$ cat src/cpu_int_pkg.sv
// Constants, types and carriers for the interrupt detect/dispatch block.
// Assumes one core clock; control registers reached by a register-select port.
package cpu_int_pkg;

    // ****************************************
    // Widths and line numbering
    // ****************************************
    localparam int NUM_LINES = 16;
    localparam int WORD_W = 32;
    localparam int NUM_W = 4;
    localparam int VTP_BASE_W = 22;
    localparam int RESET_LINE = 0;
    localparam int NMI_LINE = 1;
    localparam int FIRST_MASKABLE = 4;

    typedef logic [WORD_W-1:0] word_t;
    typedef logic [NUM_LINES-1:0] line_vec_t;
    typedef logic [NUM_W-1:0] line_num_t;
    typedef logic [VTP_BASE_W-1:0] vtp_base_t;
    typedef logic [3:0] seq_t;

    // ****************************************
    // Field layouts and reset values
    // ****************************************
    localparam line_vec_t SW_FLAG_MASK = 16'hFFF0;
    localparam line_vec_t EMR_RESET_VAL = 16'h0001;
    localparam line_vec_t LINE_ZERO = 16'h0000;
    localparam word_t WORD_ZERO = 32'h0000_0000;
    localparam vtp_base_t VTP_BASE_ZERO = 22'h00_0000;
    localparam int GIE_BIT = 0;
    localparam int SAVED_GLOBAL_ENABLE_BIT = 1;
    localparam int NONMASKABLE_ENABLE_BIT = 1;
    localparam int VTP_BASE_LSB = 10;
    localparam line_num_t NUM_ZERO = 4'h0;
    localparam line_num_t NUM_NMI = 4'h1;

    // ****************************************
    // Dispatch sequence steps (step k = decision cycle + k)
    // ****************************************
    localparam seq_t SEQ_IDLE = 4'h0;
    localparam seq_t SEQ_SAVE = 4'h1;
    localparam seq_t SEQ_ANNUL = 4'h2;
    localparam seq_t SEQ_ACK = 4'h3;
    localparam seq_t SEQ_CLEAR = 4'h3;
    localparam seq_t SEQ_BR_FIXED = 4'h3;
    localparam seq_t SEQ_BR_FLOAT = 4'h5;
    localparam seq_t SEQ_END_FIXED = 4'h8;
    localparam seq_t SEQ_END_FLOAT = 4'hA;
    localparam seq_t SEQ_ONE = 4'h1;

    // ****************************************
    // Register select codes and machine states
    // ****************************************
    typedef enum logic [2:0] {
        SEL_PENDING = 3'h0,
        SEL_FLAG_SET = 3'h1,
        SEL_FLAG_CLEAR = 3'h2,
        SEL_ENABLE_MASK = 3'h3,
        SEL_MRP = 3'h4,
        SEL_NRP = 3'h5,
        SEL_VTP = 3'h6,
        SEL_STATUS = 3'h7
    } reg_sel_t;

    typedef enum logic [1:0] {
        ST_IDLE = 2'b00,
        ST_BUSY = 2'b01,
        ST_HOLD = 2'b11
    } disp_state_t;

    // Control register access from the execute unit
    typedef struct packed {
        logic wr;
        reg_sel_t sel;
        word_t wdata;
    } ctl_req_t;

    // Pipeline-side dispatch commands
    typedef struct packed {
        logic annul;
        logic force_branch;
        word_t branch_target;
        logic flush_pipeline;
    } disp_cmd_t;

endpackage

$ cat src/cpu_interrupt_detect_dispatch.sv
// Interrupt edge detection, pending flags, enables and dispatch sequencer.
// Assumes pins arrive asynchronously; pipeline controls are on core_clk.
//
// Contract
// - Maskable take saves 32-bit skipped packet address
// - Software writes return pointer; interrupts may overwrite
// - Maskable return restores global enable from saved
// - Rising line edge sets flag, every clock
// - Pin edge cycle 1, flag set cycle 6
// - Hardware set beats coincident clear write
// - Non-chosen flags stay until cleared or served
// - Evaluate flag, priority, enables every clock
// - No nonreset take during branch window
// - Non-NMI take: save then clear global enable
// - NMI take clears nonmaskable enable
// - Annul packets from n+5 onward
// - First annulled address to matching pointer
// - Forced vector branch cycle 7 or 9
// - Cycle 7 acknowledge with interrupt number
// - Served flag cleared in cycle 8
// - Processing spans cycles 6-12 or 6-14
// - Enables block nonreset and maskable lines
// - Flag sets on next CPU cycle boundary
// - Reset vector processing four clocks after release
// - Reset release edge sets reset flag
// - Set/clear registers act on ones only
// - Reset enable bit reads one always
// - Reset line fall flushes and clears enables
`timescale 1ns/1ps

module cpu_interrupt_detect_dispatch #(
    parameter bit FLOAT_VARIANT = 1'b0
) (
    input wire logic core_clk,
    input wire logic rst,
    input wire logic reset_line_n,
    input wire logic nmi_line,
    input wire logic [15:4] interrupt_line,
    input wire logic cpu_cycle_adv,
    input wire logic branch_in_window,
    input wire logic ret_maskable,
    input wire logic ret_nonmaskable,
    input cpu_int_pkg::word_t first_annul_addr,
    input cpu_int_pkg::ctl_req_t ctl_req,
    output cpu_int_pkg::word_t ctl_rdata,
    output cpu_int_pkg::disp_cmd_t disp_cmd,
    output logic acknowledge_strobe,
    output cpu_int_pkg::line_num_t interrupt_number_outputs
);
    import cpu_int_pkg::*;

    // ****************************************
    // Pin synchronisers and edge detection
    // ****************************************
    line_vec_t raw_lines; // Pins gathered by line number
    line_vec_t s1_reg, s2_reg, s3_reg; // Three-stage synchroniser
    line_vec_t lvl_reg, lvl_next; // Accepted pin level
    line_vec_t det_reg, det_next; // Edge detected, one clock late
    line_vec_t hold_reg, hold_next; // Waiting for a CPU cycle boundary
    line_vec_t rise; // Accepted rising edges this clock
    line_vec_t arrive; // Edges landing in the flags
    logic rst_fall; // Reset line just went low

    // Reserved lines tie low
    assign raw_lines = {interrupt_line, 2'b00, nmi_line, reset_line_n};

    // Level accepted once second and third stages agree
    always_comb begin
        lvl_next = (~(s2_reg ^ s3_reg) & s2_reg) | ((s2_reg ^ s3_reg) & lvl_reg);
        rise = lvl_next & ~lvl_reg;
        rst_fall = lvl_reg[RESET_LINE] & ~lvl_next[RESET_LINE];
        det_next = rise;
        // Edges wait out a stretched CPU cycle
        if (cpu_cycle_adv) begin
            arrive = hold_reg | det_reg;
            hold_next = LINE_ZERO;
        end else begin
            arrive = LINE_ZERO;
            hold_next = hold_reg | det_reg;
        end
    end

    // Sampling runs every clock, stalls or not
    always_ff @(posedge core_clk) begin
        if (rst) begin
            s1_reg <= LINE_ZERO;
            s2_reg <= LINE_ZERO;
            s3_reg <= LINE_ZERO;
            lvl_reg <= LINE_ZERO;
            det_reg <= LINE_ZERO;
            hold_reg <= LINE_ZERO;
        end else begin
            s1_reg <= raw_lines;
            s2_reg <= s1_reg;
            s3_reg <= s2_reg;
            lvl_reg <= lvl_next;
            det_reg <= det_next;
            hold_reg <= hold_next;
        end
    end

    // ****************************************
    // Priority choice and take decision
    // ****************************************
    disp_state_t st_reg, st_next; // Dispatch state
    seq_t seq_reg, seq_next; // Step within processing
    line_num_t num_reg, num_next; // Line being served
    line_vec_t flags_reg, flags_next; // Pending flags
    line_vec_t emr_reg, emr_next; // Enable mask, bit 0 fixed
    logic gie_reg, gie_next; // Global enable
    logic saved_global_enable_reg, saved_global_enable_next; // Saved global enable
    logic nonmaskable_enable_reg, nonmaskable_enable_next; // Nonmaskable enable
    line_vec_t soon; // Set now or will be set
    line_vec_t gate; // Per-line permission
    line_num_t hp_num; // Highest-priority (lowest-numbered) eligible line
    logic found; // Any line eligible
    logic take; // Start processing this clock
    logic ctl_wr_any; // Register write strobe
    logic gie_eff; // Global enable after a coincident write
    seq_t seq_end; // Last step of processing
    seq_t seq_br; // Branch step per variant

    assign seq_end = FLOAT_VARIANT ? SEQ_END_FLOAT : SEQ_END_FIXED;
    assign seq_br = FLOAT_VARIANT ? SEQ_BR_FLOAT : SEQ_BR_FIXED;
    assign ctl_wr_any = ctl_req.wr;

    // Gate, pick lowest line number, decide
    always_comb begin
        soon = flags_reg | hold_reg | det_reg | rise;
        gate = LINE_ZERO;
        gate[RESET_LINE] = 1'b1;
        gate[NMI_LINE] = nonmaskable_enable_reg;
        for (int i = FIRST_MASKABLE; i < NUM_LINES; i++) begin
            gate[i] = emr_reg[i] & gie_reg & nonmaskable_enable_reg;
        end
        found = 1'b0;
        hp_num = NUM_ZERO;
        // Downward scan leaves the lowest number
        for (int i = NUM_LINES - 1; i >= 0; i--) begin
            if (soon[i] & gate[i]) begin
                found = 1'b1;
                hp_num = line_num_t'(i);
            end
        end
        // Reset ignores branches; others wait them out
        take = (st_reg == ST_IDLE) & found
            & ((hp_num == NUM_ZERO) | ~branch_in_window);
    end

    // ****************************************
    // Flags, enables and return pointers
    // ****************************************
    word_t mrp_reg, mrp_next; // Maskable return pointer
    word_t nrp_reg, nrp_next; // Nonmaskable return pointer
    vtp_base_t vtp_reg, vtp_next; // Vector table base
    line_vec_t sw_set, sw_clr, hw_clr; // Flag write terms

    always_comb begin
        sw_set = LINE_ZERO;
        sw_clr = LINE_ZERO;
        hw_clr = LINE_ZERO;
        emr_next = emr_reg;
        nonmaskable_enable_next = nonmaskable_enable_reg;
        gie_eff = gie_reg;
        saved_global_enable_next = saved_global_enable_reg;
        mrp_next = mrp_reg;
        nrp_next = nrp_reg;
        vtp_next = vtp_reg;
        // Software writes; zeros do nothing to flags or the nonmaskable enable
        if (ctl_wr_any) begin
            unique case (ctl_req.sel)
                SEL_FLAG_SET: sw_set = ctl_req.wdata[15:0] & SW_FLAG_MASK;
                SEL_FLAG_CLEAR: sw_clr = ctl_req.wdata[15:0] & SW_FLAG_MASK;
                SEL_ENABLE_MASK: begin
                    emr_next = (ctl_req.wdata[15:0] & SW_FLAG_MASK) | EMR_RESET_VAL;
                    nonmaskable_enable_next = nonmaskable_enable_reg | ctl_req.wdata[NONMASKABLE_ENABLE_BIT];
                end
                SEL_MRP: mrp_next = ctl_req.wdata;
                SEL_NRP: nrp_next = ctl_req.wdata;
                SEL_VTP: vtp_next = ctl_req.wdata[WORD_W-1:VTP_BASE_LSB];
                SEL_STATUS: begin
                    gie_eff = ctl_req.wdata[GIE_BIT];
                    saved_global_enable_next = ctl_req.wdata[SAVED_GLOBAL_ENABLE_BIT];
                end
                SEL_PENDING: begin
                end
            endcase
        end
        gie_next = gie_eff;
        // Return branches restore enables
        if (ret_maskable) begin
            gie_next = saved_global_enable_reg;
        end
        if (ret_nonmaskable) begin
            nonmaskable_enable_next = 1'b1;
        end
        // First step of processing saves state
        if (st_reg == ST_BUSY && seq_reg == SEQ_SAVE) begin
            if (num_reg == NUM_NMI) begin
                nonmaskable_enable_next = 1'b0;
                nrp_next = first_annul_addr;
            end else begin
                saved_global_enable_next = gie_eff;
                gie_next = 1'b0;
                mrp_next = first_annul_addr;
            end
        end
        // Served flag drops as step CLEAR ends
        if (st_reg == ST_BUSY && seq_reg == SEQ_CLEAR) begin
            hw_clr[num_reg] = 1'b1;
        end
        // Arrivals win over any clear
        flags_next = (flags_reg & ~sw_clr & ~hw_clr) | sw_set | arrive;
        // Reset line fall restores reset values, except the return pointers
        if (rst_fall) begin
            flags_next = arrive;
            emr_next = EMR_RESET_VAL;
            gie_next = 1'b0;
            saved_global_enable_next = 1'b0;
            nonmaskable_enable_next = 1'b0;
            vtp_next = VTP_BASE_ZERO;
        end
    end

    // Control register storage
    always_ff @(posedge core_clk) begin
        if (rst) begin
            flags_reg <= LINE_ZERO;
            emr_reg <= EMR_RESET_VAL;
            gie_reg <= 1'b0;
            saved_global_enable_reg <= 1'b0;
            nonmaskable_enable_reg <= 1'b0;
            mrp_reg <= WORD_ZERO;
            nrp_reg <= WORD_ZERO;
            vtp_reg <= VTP_BASE_ZERO;
        end else begin
            flags_reg <= flags_next;
            emr_reg <= emr_next;
            gie_reg <= gie_next;
            saved_global_enable_reg <= saved_global_enable_next;
            nonmaskable_enable_reg <= nonmaskable_enable_next;
            mrp_reg <= mrp_next;
            nrp_reg <= nrp_next;
            vtp_reg <= vtp_next;
        end
    end

    // ****************************************
    // Dispatch sequencer
    // ****************************************
    always_comb begin
        st_next = st_reg;
        seq_next = seq_reg;
        num_next = num_reg;
        unique case (st_reg)
            // Wait for an eligible line
            ST_IDLE: begin
                if (take) begin
                    st_next = ST_BUSY;
                    seq_next = SEQ_ONE;
                    num_next = hp_num;
                end
            end
            // Step through processing, nothing else taken
            ST_BUSY: begin
                if (seq_reg == seq_end) begin
                    st_next = ST_IDLE;
                    seq_next = SEQ_IDLE;
                end else begin
                    seq_next = seq_reg + SEQ_ONE;
                end
            end
            // Reset line low: held flushed
            ST_HOLD: begin
                st_next = ST_IDLE;
                seq_next = SEQ_IDLE;
            end
            default: begin
                st_next = ST_IDLE;
                seq_next = SEQ_IDLE;
            end
        endcase
        // Low reset line aborts everything
        if (~lvl_next[RESET_LINE]) begin
            st_next = ST_HOLD;
            seq_next = SEQ_IDLE;
        end
    end

    always_ff @(posedge core_clk) begin
        if (rst) begin
            st_reg <= ST_HOLD;
            seq_reg <= SEQ_IDLE;
            num_reg <= NUM_ZERO;
        end else begin
            st_reg <= st_next;
            seq_reg <= seq_next;
            num_reg <= num_next;
        end
    end

    // ****************************************
    // Registered outputs
    // ****************************************
    disp_cmd_t cmd_reg, cmd_next; // Pipeline commands
    logic ack_reg, ack_next; // Acknowledge strobe
    line_num_t inum_reg, inum_next; // Number shown with acknowledge
    word_t rdata_reg, rdata_next; // Register read data

    always_comb begin
        cmd_next.flush_pipeline = ~lvl_next[RESET_LINE];
        // Annul from n+5 until processing ends
        cmd_next.annul = cmd_next.flush_pipeline
            | (st_next == ST_BUSY && seq_next >= SEQ_ANNUL);
        cmd_next.force_branch = (st_next == ST_BUSY) && (seq_next == seq_br);
        cmd_next.branch_target = {vtp_reg, 1'b0, num_next, 5'h00};
        ack_next = (st_next == ST_BUSY) && (seq_next == SEQ_ACK);
        inum_next = ack_next ? num_next : NUM_ZERO;
        // Read data follows the select, one clock later
        unique case (ctl_req.sel)
            SEL_PENDING: rdata_next = {16'h0000, flags_reg};
            SEL_ENABLE_MASK: rdata_next = {16'h0000, emr_reg[15:2], nonmaskable_enable_reg, 1'b1};
            SEL_MRP: rdata_next = mrp_reg;
            SEL_NRP: rdata_next = nrp_reg;
            SEL_VTP: rdata_next = {vtp_reg, 1'b0, hp_num, 5'h00};
            SEL_STATUS: rdata_next = {30'h000_0000, saved_global_enable_reg, gie_reg};
            SEL_FLAG_SET: rdata_next = WORD_ZERO;
            SEL_FLAG_CLEAR: rdata_next = WORD_ZERO;
        endcase
    end

    always_ff @(posedge core_clk) begin
        if (rst) begin
            cmd_reg <= '{annul: 1'b1, force_branch: 1'b0,
                branch_target: WORD_ZERO, flush_pipeline: 1'b1};
            ack_reg <= 1'b0;
            inum_reg <= NUM_ZERO;
            rdata_reg <= WORD_ZERO;
        end else begin
            cmd_reg <= cmd_next;
            ack_reg <= ack_next;
            inum_reg <= inum_next;
            rdata_reg <= rdata_next;
        end
    end

    assign disp_cmd = cmd_reg;
    assign acknowledge_strobe = ack_reg;
    assign interrupt_number_outputs = inum_reg;
    assign ctl_rdata = rdata_reg;

endmodule // cpu_interrupt_detect_dispatch

$ cat config.mk
export PLATFORM = sky130hd
export DESIGN_NAME = cpu_interrupt_detect_dispatch
export DESIGN_NICKNAME = d
export VERILOG_FILES = /design/src/cpu_int_pkg.sv /design/src/cpu_interrupt_detect_dispatch.sv
export SDC_FILE = /design/constraint.sdc
export NUM_CORES = 1
export LEC_CHECK = 0
export BUFFER_PORTS_ARGS = -buffer_cell sky130_fd_sc_hd__buf_2
export CAP_MARGIN = 0
export CORE_ASPECT_RATIO = 1.1
export CORE_UTILIZATION = 40
export DETAILED_ROUTE_END_ITERATION = 6
export MAX_ROUTING_LAYER = met4
export PLACE_DENSITY_LB_ADDON = 0.3
export REMOVE_ABC_BUFFERS = 1
export SLEW_MARGIN = 20
export SYNTH_ARGS = -nofsm -noshare
export SYNTH_HDL_FRONTEND = slang
export SYNTH_SLANG_ARGS = --single-unit
$ cat constraint.sdc
create_clock -name core_clk -period 2.1 [get_ports core_clk]
set_input_delay 0.42 -clock core_clk [delete_from_list [all_inputs] [get_ports core_clk]]
set_output_delay 0.42 -clock core_clk [all_outputs]
set_load 0.01 [all_outputs]
======== After elaboration in Yosys (flattened, before gate mapping) ========
Index checks and enable logic that the tools add are counted.
Widths: inputs -> output; s select.
operators by class
  bitwise operators ....................... 63
  $lt $le $gt $ge ......................... 3
  equal/unequal tests ..................... 14
  muxes and demuxes ....................... 70
  add/subtract/negate cells ............... 1
  reduce and logical (&&, ||, !) cells .... 14
operators with widths
  operator             count
  $mux 32              8
  $pmux 32 s7          1
  $mux 16              7
  $or 16x16->16        7
  $and 16x16->16       5
  $mux 4               19
  $not 16->16          4
  $and 1x1->1          40
  $mux 1               29
  $xor 16x16->16       1
  $eq 3x3->1 const B   4
  $eq 4x1->1 const B   2
  $eq 4x2->1 const B   2
  $pmux 4 s2           1
  $reduce_or 2->1      4
  $eq 3x2->1 const B   2
  $mux 2               3
  $logic_and 1x1->1    5
  $lt 4x5->1 const B   1
  $add 4x1->4 const B  1
  $demux 1 s4          1
  $eq 2x1->1 const B   2
  $eq 4x4->1 const B   1
  $ge 4x1->1 const B   1
  other kinds (9)      14
storage, ports and cells
  input port bits ......................... 88
  word-level logic and storage cells ...... 190
  output and inout bits ................... 72
  flip-flop bits (word level) ............. 294

======== Longest topological paths before layout ========
  word-level depth ........................ 31
  gate-level depth with buffers ........... 8
  depth with buffers taken out ............ 8

======== Worst setup path after synthesis ========
Ideal clock, no wire load.
  path kind ............................... register -> register
  start ................................... register lvl_reg[9]
  end ..................................... register num_reg[0]
  buffers on the path ..................... 0
  arrival time ............................ 2.104 ns
  setup time .............................. 0.128 ns
  required time ........................... 1.972 ns
  slack ................................... -0.131 ns
  period minus slack after synthesis ...... 2.231 ns
  cell stages (with the launch flop) ...... 8
  cell sequence ........................... dfxtp_1 > and3b_1 > o41ai_4 > a41oi_2 > o41a_1 > nor4_4 > mux2i_1 > nor2_1
on the way
  longest elaborated chain between the ends .. 18
  elaborated cells between the ends (all ways) .. 28
  those cells by class .................... mux: 18; bitwise: 9; reduce/logical: 1
ends and longest elaborated chain
  what                    RTL line                              source
  from (decl)             cpu_interrupt_detect_dispatch.sv:57   line_vec_t lvl_reg, lvl_next;
  from (signal assigned)  cpu_interrupt_detect_dispatch.sv:96   lvl_reg <= lvl_next;
  $and 16x16->16          cpu_interrupt_detect_dispatch.sv:69   lvl_next = (~(s2_reg ^ s3_reg) & s2_reg) | ((s2_reg ^ s3_reg) & lvl_reg);
  $or 16x16->16           cpu_interrupt_detect_dispatch.sv:69
  $and 16x16->16 (*)      cpu_interrupt_detect_dispatch.sv:70   rise = lvl_next & ~lvl_reg;
  $or 16x16->16 (*)       cpu_interrupt_detect_dispatch.sv:129  soon = flags_reg | hold_reg | det_reg | rise;
  $and 1x1->1 (*)         cpu_interrupt_detect_dispatch.sv:140  if (soon[i] & gate[i]) begin
  $mux 4 (8 in series)    cpu_interrupt_detect_dispatch.sv:140
  $logic_not 4->1         cpu_interrupt_detect_dispatch.sv:147  & ((hp_num == NUM_ZERO) | ~branch_in_window);
  $or 1x1->1              cpu_interrupt_detect_dispatch.sv:147
  $and 1x1->1             cpu_interrupt_detect_dispatch.sv:147
  $mux 4 (*)              cpu_interrupt_detect_dispatch.sv:258  if (take) begin
  $mux 4 (*)              cpu_interrupt_detect_dispatch.sv:255  unique case (st_reg)
  to (signal assigned)    cpu_interrupt_detect_dispatch.sv:298  num_reg <= num_next;
  to (decl)               cpu_interrupt_detect_dispatch.sv:107  line_num_t num_reg, num_next;
Mark *: on every way between the ends. The rest lies on a longest branch, timed or not.
A chain may end at the register's enable or synchronous reset.

======== Worst setup path in the final report ========
  start ................................... register lvl_reg[11]
  end ..................................... register cmd_reg, in the netlist disp_cmd[34]
on the way
  longest elaborated chain between the ends .. 24
  elaborated cells between the ends (all ways) .. 40
  those cells by class .................... order compare: 1; eq/ne: 1; mux: 26; bitwise: 10; reduce/logical: 2
ends and longest elaborated chain
  what                                      RTL line                              source
  $and 16x16->16                            cpu_interrupt_detect_dispatch.sv:69
  $or 16x16->16                             cpu_interrupt_detect_dispatch.sv:69
  $and 16x16->16 (*)                        cpu_interrupt_detect_dispatch.sv:70
  $or 16x16->16 (*)                         cpu_interrupt_detect_dispatch.sv:129
  $and 1x1->1 (*)                           cpu_interrupt_detect_dispatch.sv:140
  $mux 4 (10 in series)                     cpu_interrupt_detect_dispatch.sv:140
  $logic_not 4->1                           cpu_interrupt_detect_dispatch.sv:147
  $or 1x1->1                                cpu_interrupt_detect_dispatch.sv:147
  $and 1x1->1 (*)                           cpu_interrupt_detect_dispatch.sv:147
  $mux 4 or $mux 2 (tied branches)          cpu_interrupt_detect_dispatch.sv:258
  $pmux 4 s2 or $pmux 2 s2 (tied branches)  cpu_interrupt_detect_dispatch.sv:255
  $mux 4 or $mux 2 (tied branches)          cpu_interrupt_detect_dispatch.sv:284  if (~lvl_next[RESET_LINE]) begin
  $ge 4x2->1 or $eq 2x1->1 (tied branches)  cpu_interrupt_detect_dispatch.sv:314  | (st_next == ST_BUSY && seq_next >= SEQ_ANNUL);
  $logic_and 1x1->1 (*)                     cpu_interrupt_detect_dispatch.sv:314
  $or 1x1->1 (*)                            cpu_interrupt_detect_dispatch.sv:314
  to (signal assigned)                      cpu_interrupt_detect_dispatch.sv:334  cmd_reg <= '{annul: 1'b1, force_branch: 1'b0,
  to (signal assigned)                      cpu_interrupt_detect_dispatch.sv:340  cmd_reg <= cmd_next;
  to (decl)                                 cpu_interrupt_detect_dispatch.sv:305  disp_cmd_t cmd_reg, cmd_next;
Marked as above.

==> run metrics <==
ys async rst share=0; CTS HTree Levels=1; Post-Synth XOR/XNOR Area=0.00161; main combinational cell family by area after synthesis=simple AND/OR/NAND/NOR gates; crit end category=flop; post-synthesis mux area share=0.0883; Synth Cell Area=between 0.01 and 0.015 mm^2; Critical Path Start=lvl_reg[11]; DR vias=about 9400; Period minus WS final=around 2400 ps; count leader, synth=dfxtp_1; setup violators final=16; placed cell count=1725; total congestion overflow=0; drt pass-1 iters=7; Synth area leaders=dfxtp_1 (50%), mux2i_1 (8.6%), nor2_1 (5.6%), a211oi_1 (5.0%), nor2b_1 (4.1%); RSZ-0062 raised after global routing=true; clk slew on worst S/H paths=approximately 60 ps; clk_lat worst skew=550 ps; core footprint=approximately 0.027 mm^2; #FFs+latches synth=between 200 and 300; failing checks=setup timing; crit path kind=reg -> reg; vias in the first global route=around 9000; R2R Path Start=lvl_reg[11]; Post-Route WL=a little over 30000 um; EDFF count, synth=0; top cells by count, synth=dfxtp_1 (272), nor2_1 (164), nand2_1 (118); First DRT Iteration DRCs=between 700 and 800; final instance area=between 0.01 and 0.015 mm^2; Max Fanout on Critical Path=5; placed wire-length estimate=about 21000 um; Tightest Hold Check Type=in -> reg; io pins=160; dpl ws=-346 ps; HP Start=interrupt_line[14]; Die W=159 um; fmax=approximately 420 MHz; Antenna Nets Post-Route=0; final net count=1498; # rows=between 60 and 70; total CTS buffers=29; CTS max path bufs=3; dpl cell area=0.0128 mm^2; initial antenna violation count=2; WHS=about 83 ps; required time at the worst-slack endpoint=2530 ps; die area=0.0279 mm^2; first-pass GRT wire length=47900 um; outcome=finished with violations; DRC viols=0; Leak Pwr=between 5 and 6 nW; Netlist cell types=60; max cap viols=0; vias per cell=~5.2; drt wl/cell=between 15 and 20 um; Synth top area share=0.499; Compound-Gate Fraction of Synth Area=0.174; Die Ht=175 um; initial core utilization=0.406; pin count of the biggest net entering global routing=68; Buffers on Ports=~150; power density over cell area=about 790 mW/mm^2; Period Utilization, post-route=1.13; post-synthesis cell count=approximately 1200; final hold violation count=0; Clock Sinks=272; routability cong.=between 0.8 and 0.9; Layout Cells excl Fill=around 1800; maximum VDD drop=around 0.52 mV; Total Routing Usage GR=0.220; sequential area share after synthesis=0.499; ys flop type=dfxtp_1; leading area contributor after synthesis=dfxtp_1; min setup slack post-route=-264 ps; Max Slew Vio Count=0; Clock Skew=12.9 ps; post-synthesis simple-gate area fraction=0.195; CP Launch Type=flop; Fill cells=~2500; Adder-Cell Fraction of Synth Area=0.00436; Yosys Warn Count=0; Avg Inst Size Synth=approximately 9.2 um^2; Root Buffer=clkbuf_16; TritonCTS clock tree=done; Area growth syn-to-layout=27.6%; layout cells sized above 1=0.256; arrival time worst endpoint=2790 ps
-- repair_timing --
item,CTS,global route
pin swaps,14,10
buffers inserted,8,3
setup endpoints to repair,16,18
resized for setup,12,19
hold buffers,0,0
-- critical path, cell delays in order, from the launching register on --
cell and delay [ps]:
dfxtp_1 330, and3b_1 200, o41ai_4 270, a41oi_2 200
buf_4 190, nor4_4 350, nor4_4 80, buf_6 140
or3_1 310, a21boi_2 160
-- worst paths after layout --
path	endpoint	slack [ps]	cells past startpoint
max	disp_cmd[34]	-260	9
max reg2reg	disp_cmd[34]	-260	9
min reg2reg	s2_reg[5]	430	1
min	s1_reg[14]	80	2
-- stage by stage --
| stage | setup TNS, ps | total power [mW] | utilization |
|---|---|---|---|
| 2_1_floorplan | -111390 | 5.68 | - |
| 3_3_place_gp | -2870 | 6.09 | 0.475 |
| 3_5_place_dp | -3290 | 6.10 | 0.475 |
| 4_1_cts | -2530 | 11.1 | 0.513 |
| 5_1_grt | -4500 | 11.4 | 0.518 |
| 6_report | -2470 | 11.0 | 0.518 |
-- area by class of cell --
cell class	count	area, um^2	area share
Timing Repair Buffer	275	1810	0.130
Antenna cell	3	7.51	0.000539
Multi-Input combinational cell	817	5240	0.376
Inverter	12	45.0	0.00324
Sequential cell	272	5450	0.391
Clock inverter	7	88.8	0.00638
Clock buffer	43	838	0.0602
Tap cell	357	447	0.0321
-- kinds of logic (layout without fill, tap and decap cells) --
logic type	count (synthesis)	count (layout)
compound gates	260	260
xor+xnor	2	2
fa+ha+maj	4	4
buf+inv	100	337
flops	272	272
mux	96	96
other cells	1	9
simple gates	449	449
-- power by group --
group / switching (mW) / total, mW / internal, mW
Combinational: 0.403 / 0.679 / 0.276
Sequential: 0.0567 / 5.32 / 5.27
Clock: 2.00 / 4.98 / 2.98
Total: 2.46 / 11.0 / 8.52
-- routing by layer --
metal  global-route usage  up-vias  share of wire
met1                0.269     4453           0.44
met3               0.0342       58          0.055
met5                    -        -              0
li1                     -     4605              -
met4               0.0729        0          0.024
met2                0.369      260           0.48
-- cell usage in the layout, fill, tap and decap left out, types with 21 or more instances in the layout --
cell type  count
a211oi_1      71
dfxtp_1      269
nor2b_1       70
buf_4        111
nor3_1        29
nand2_1      117
a21oi_1       82
nor2_1       162
o21ai_0       21
clkbuf_16     29
mux2i_1       92
buf_2        152
Power figures use the tool's default switching activity.
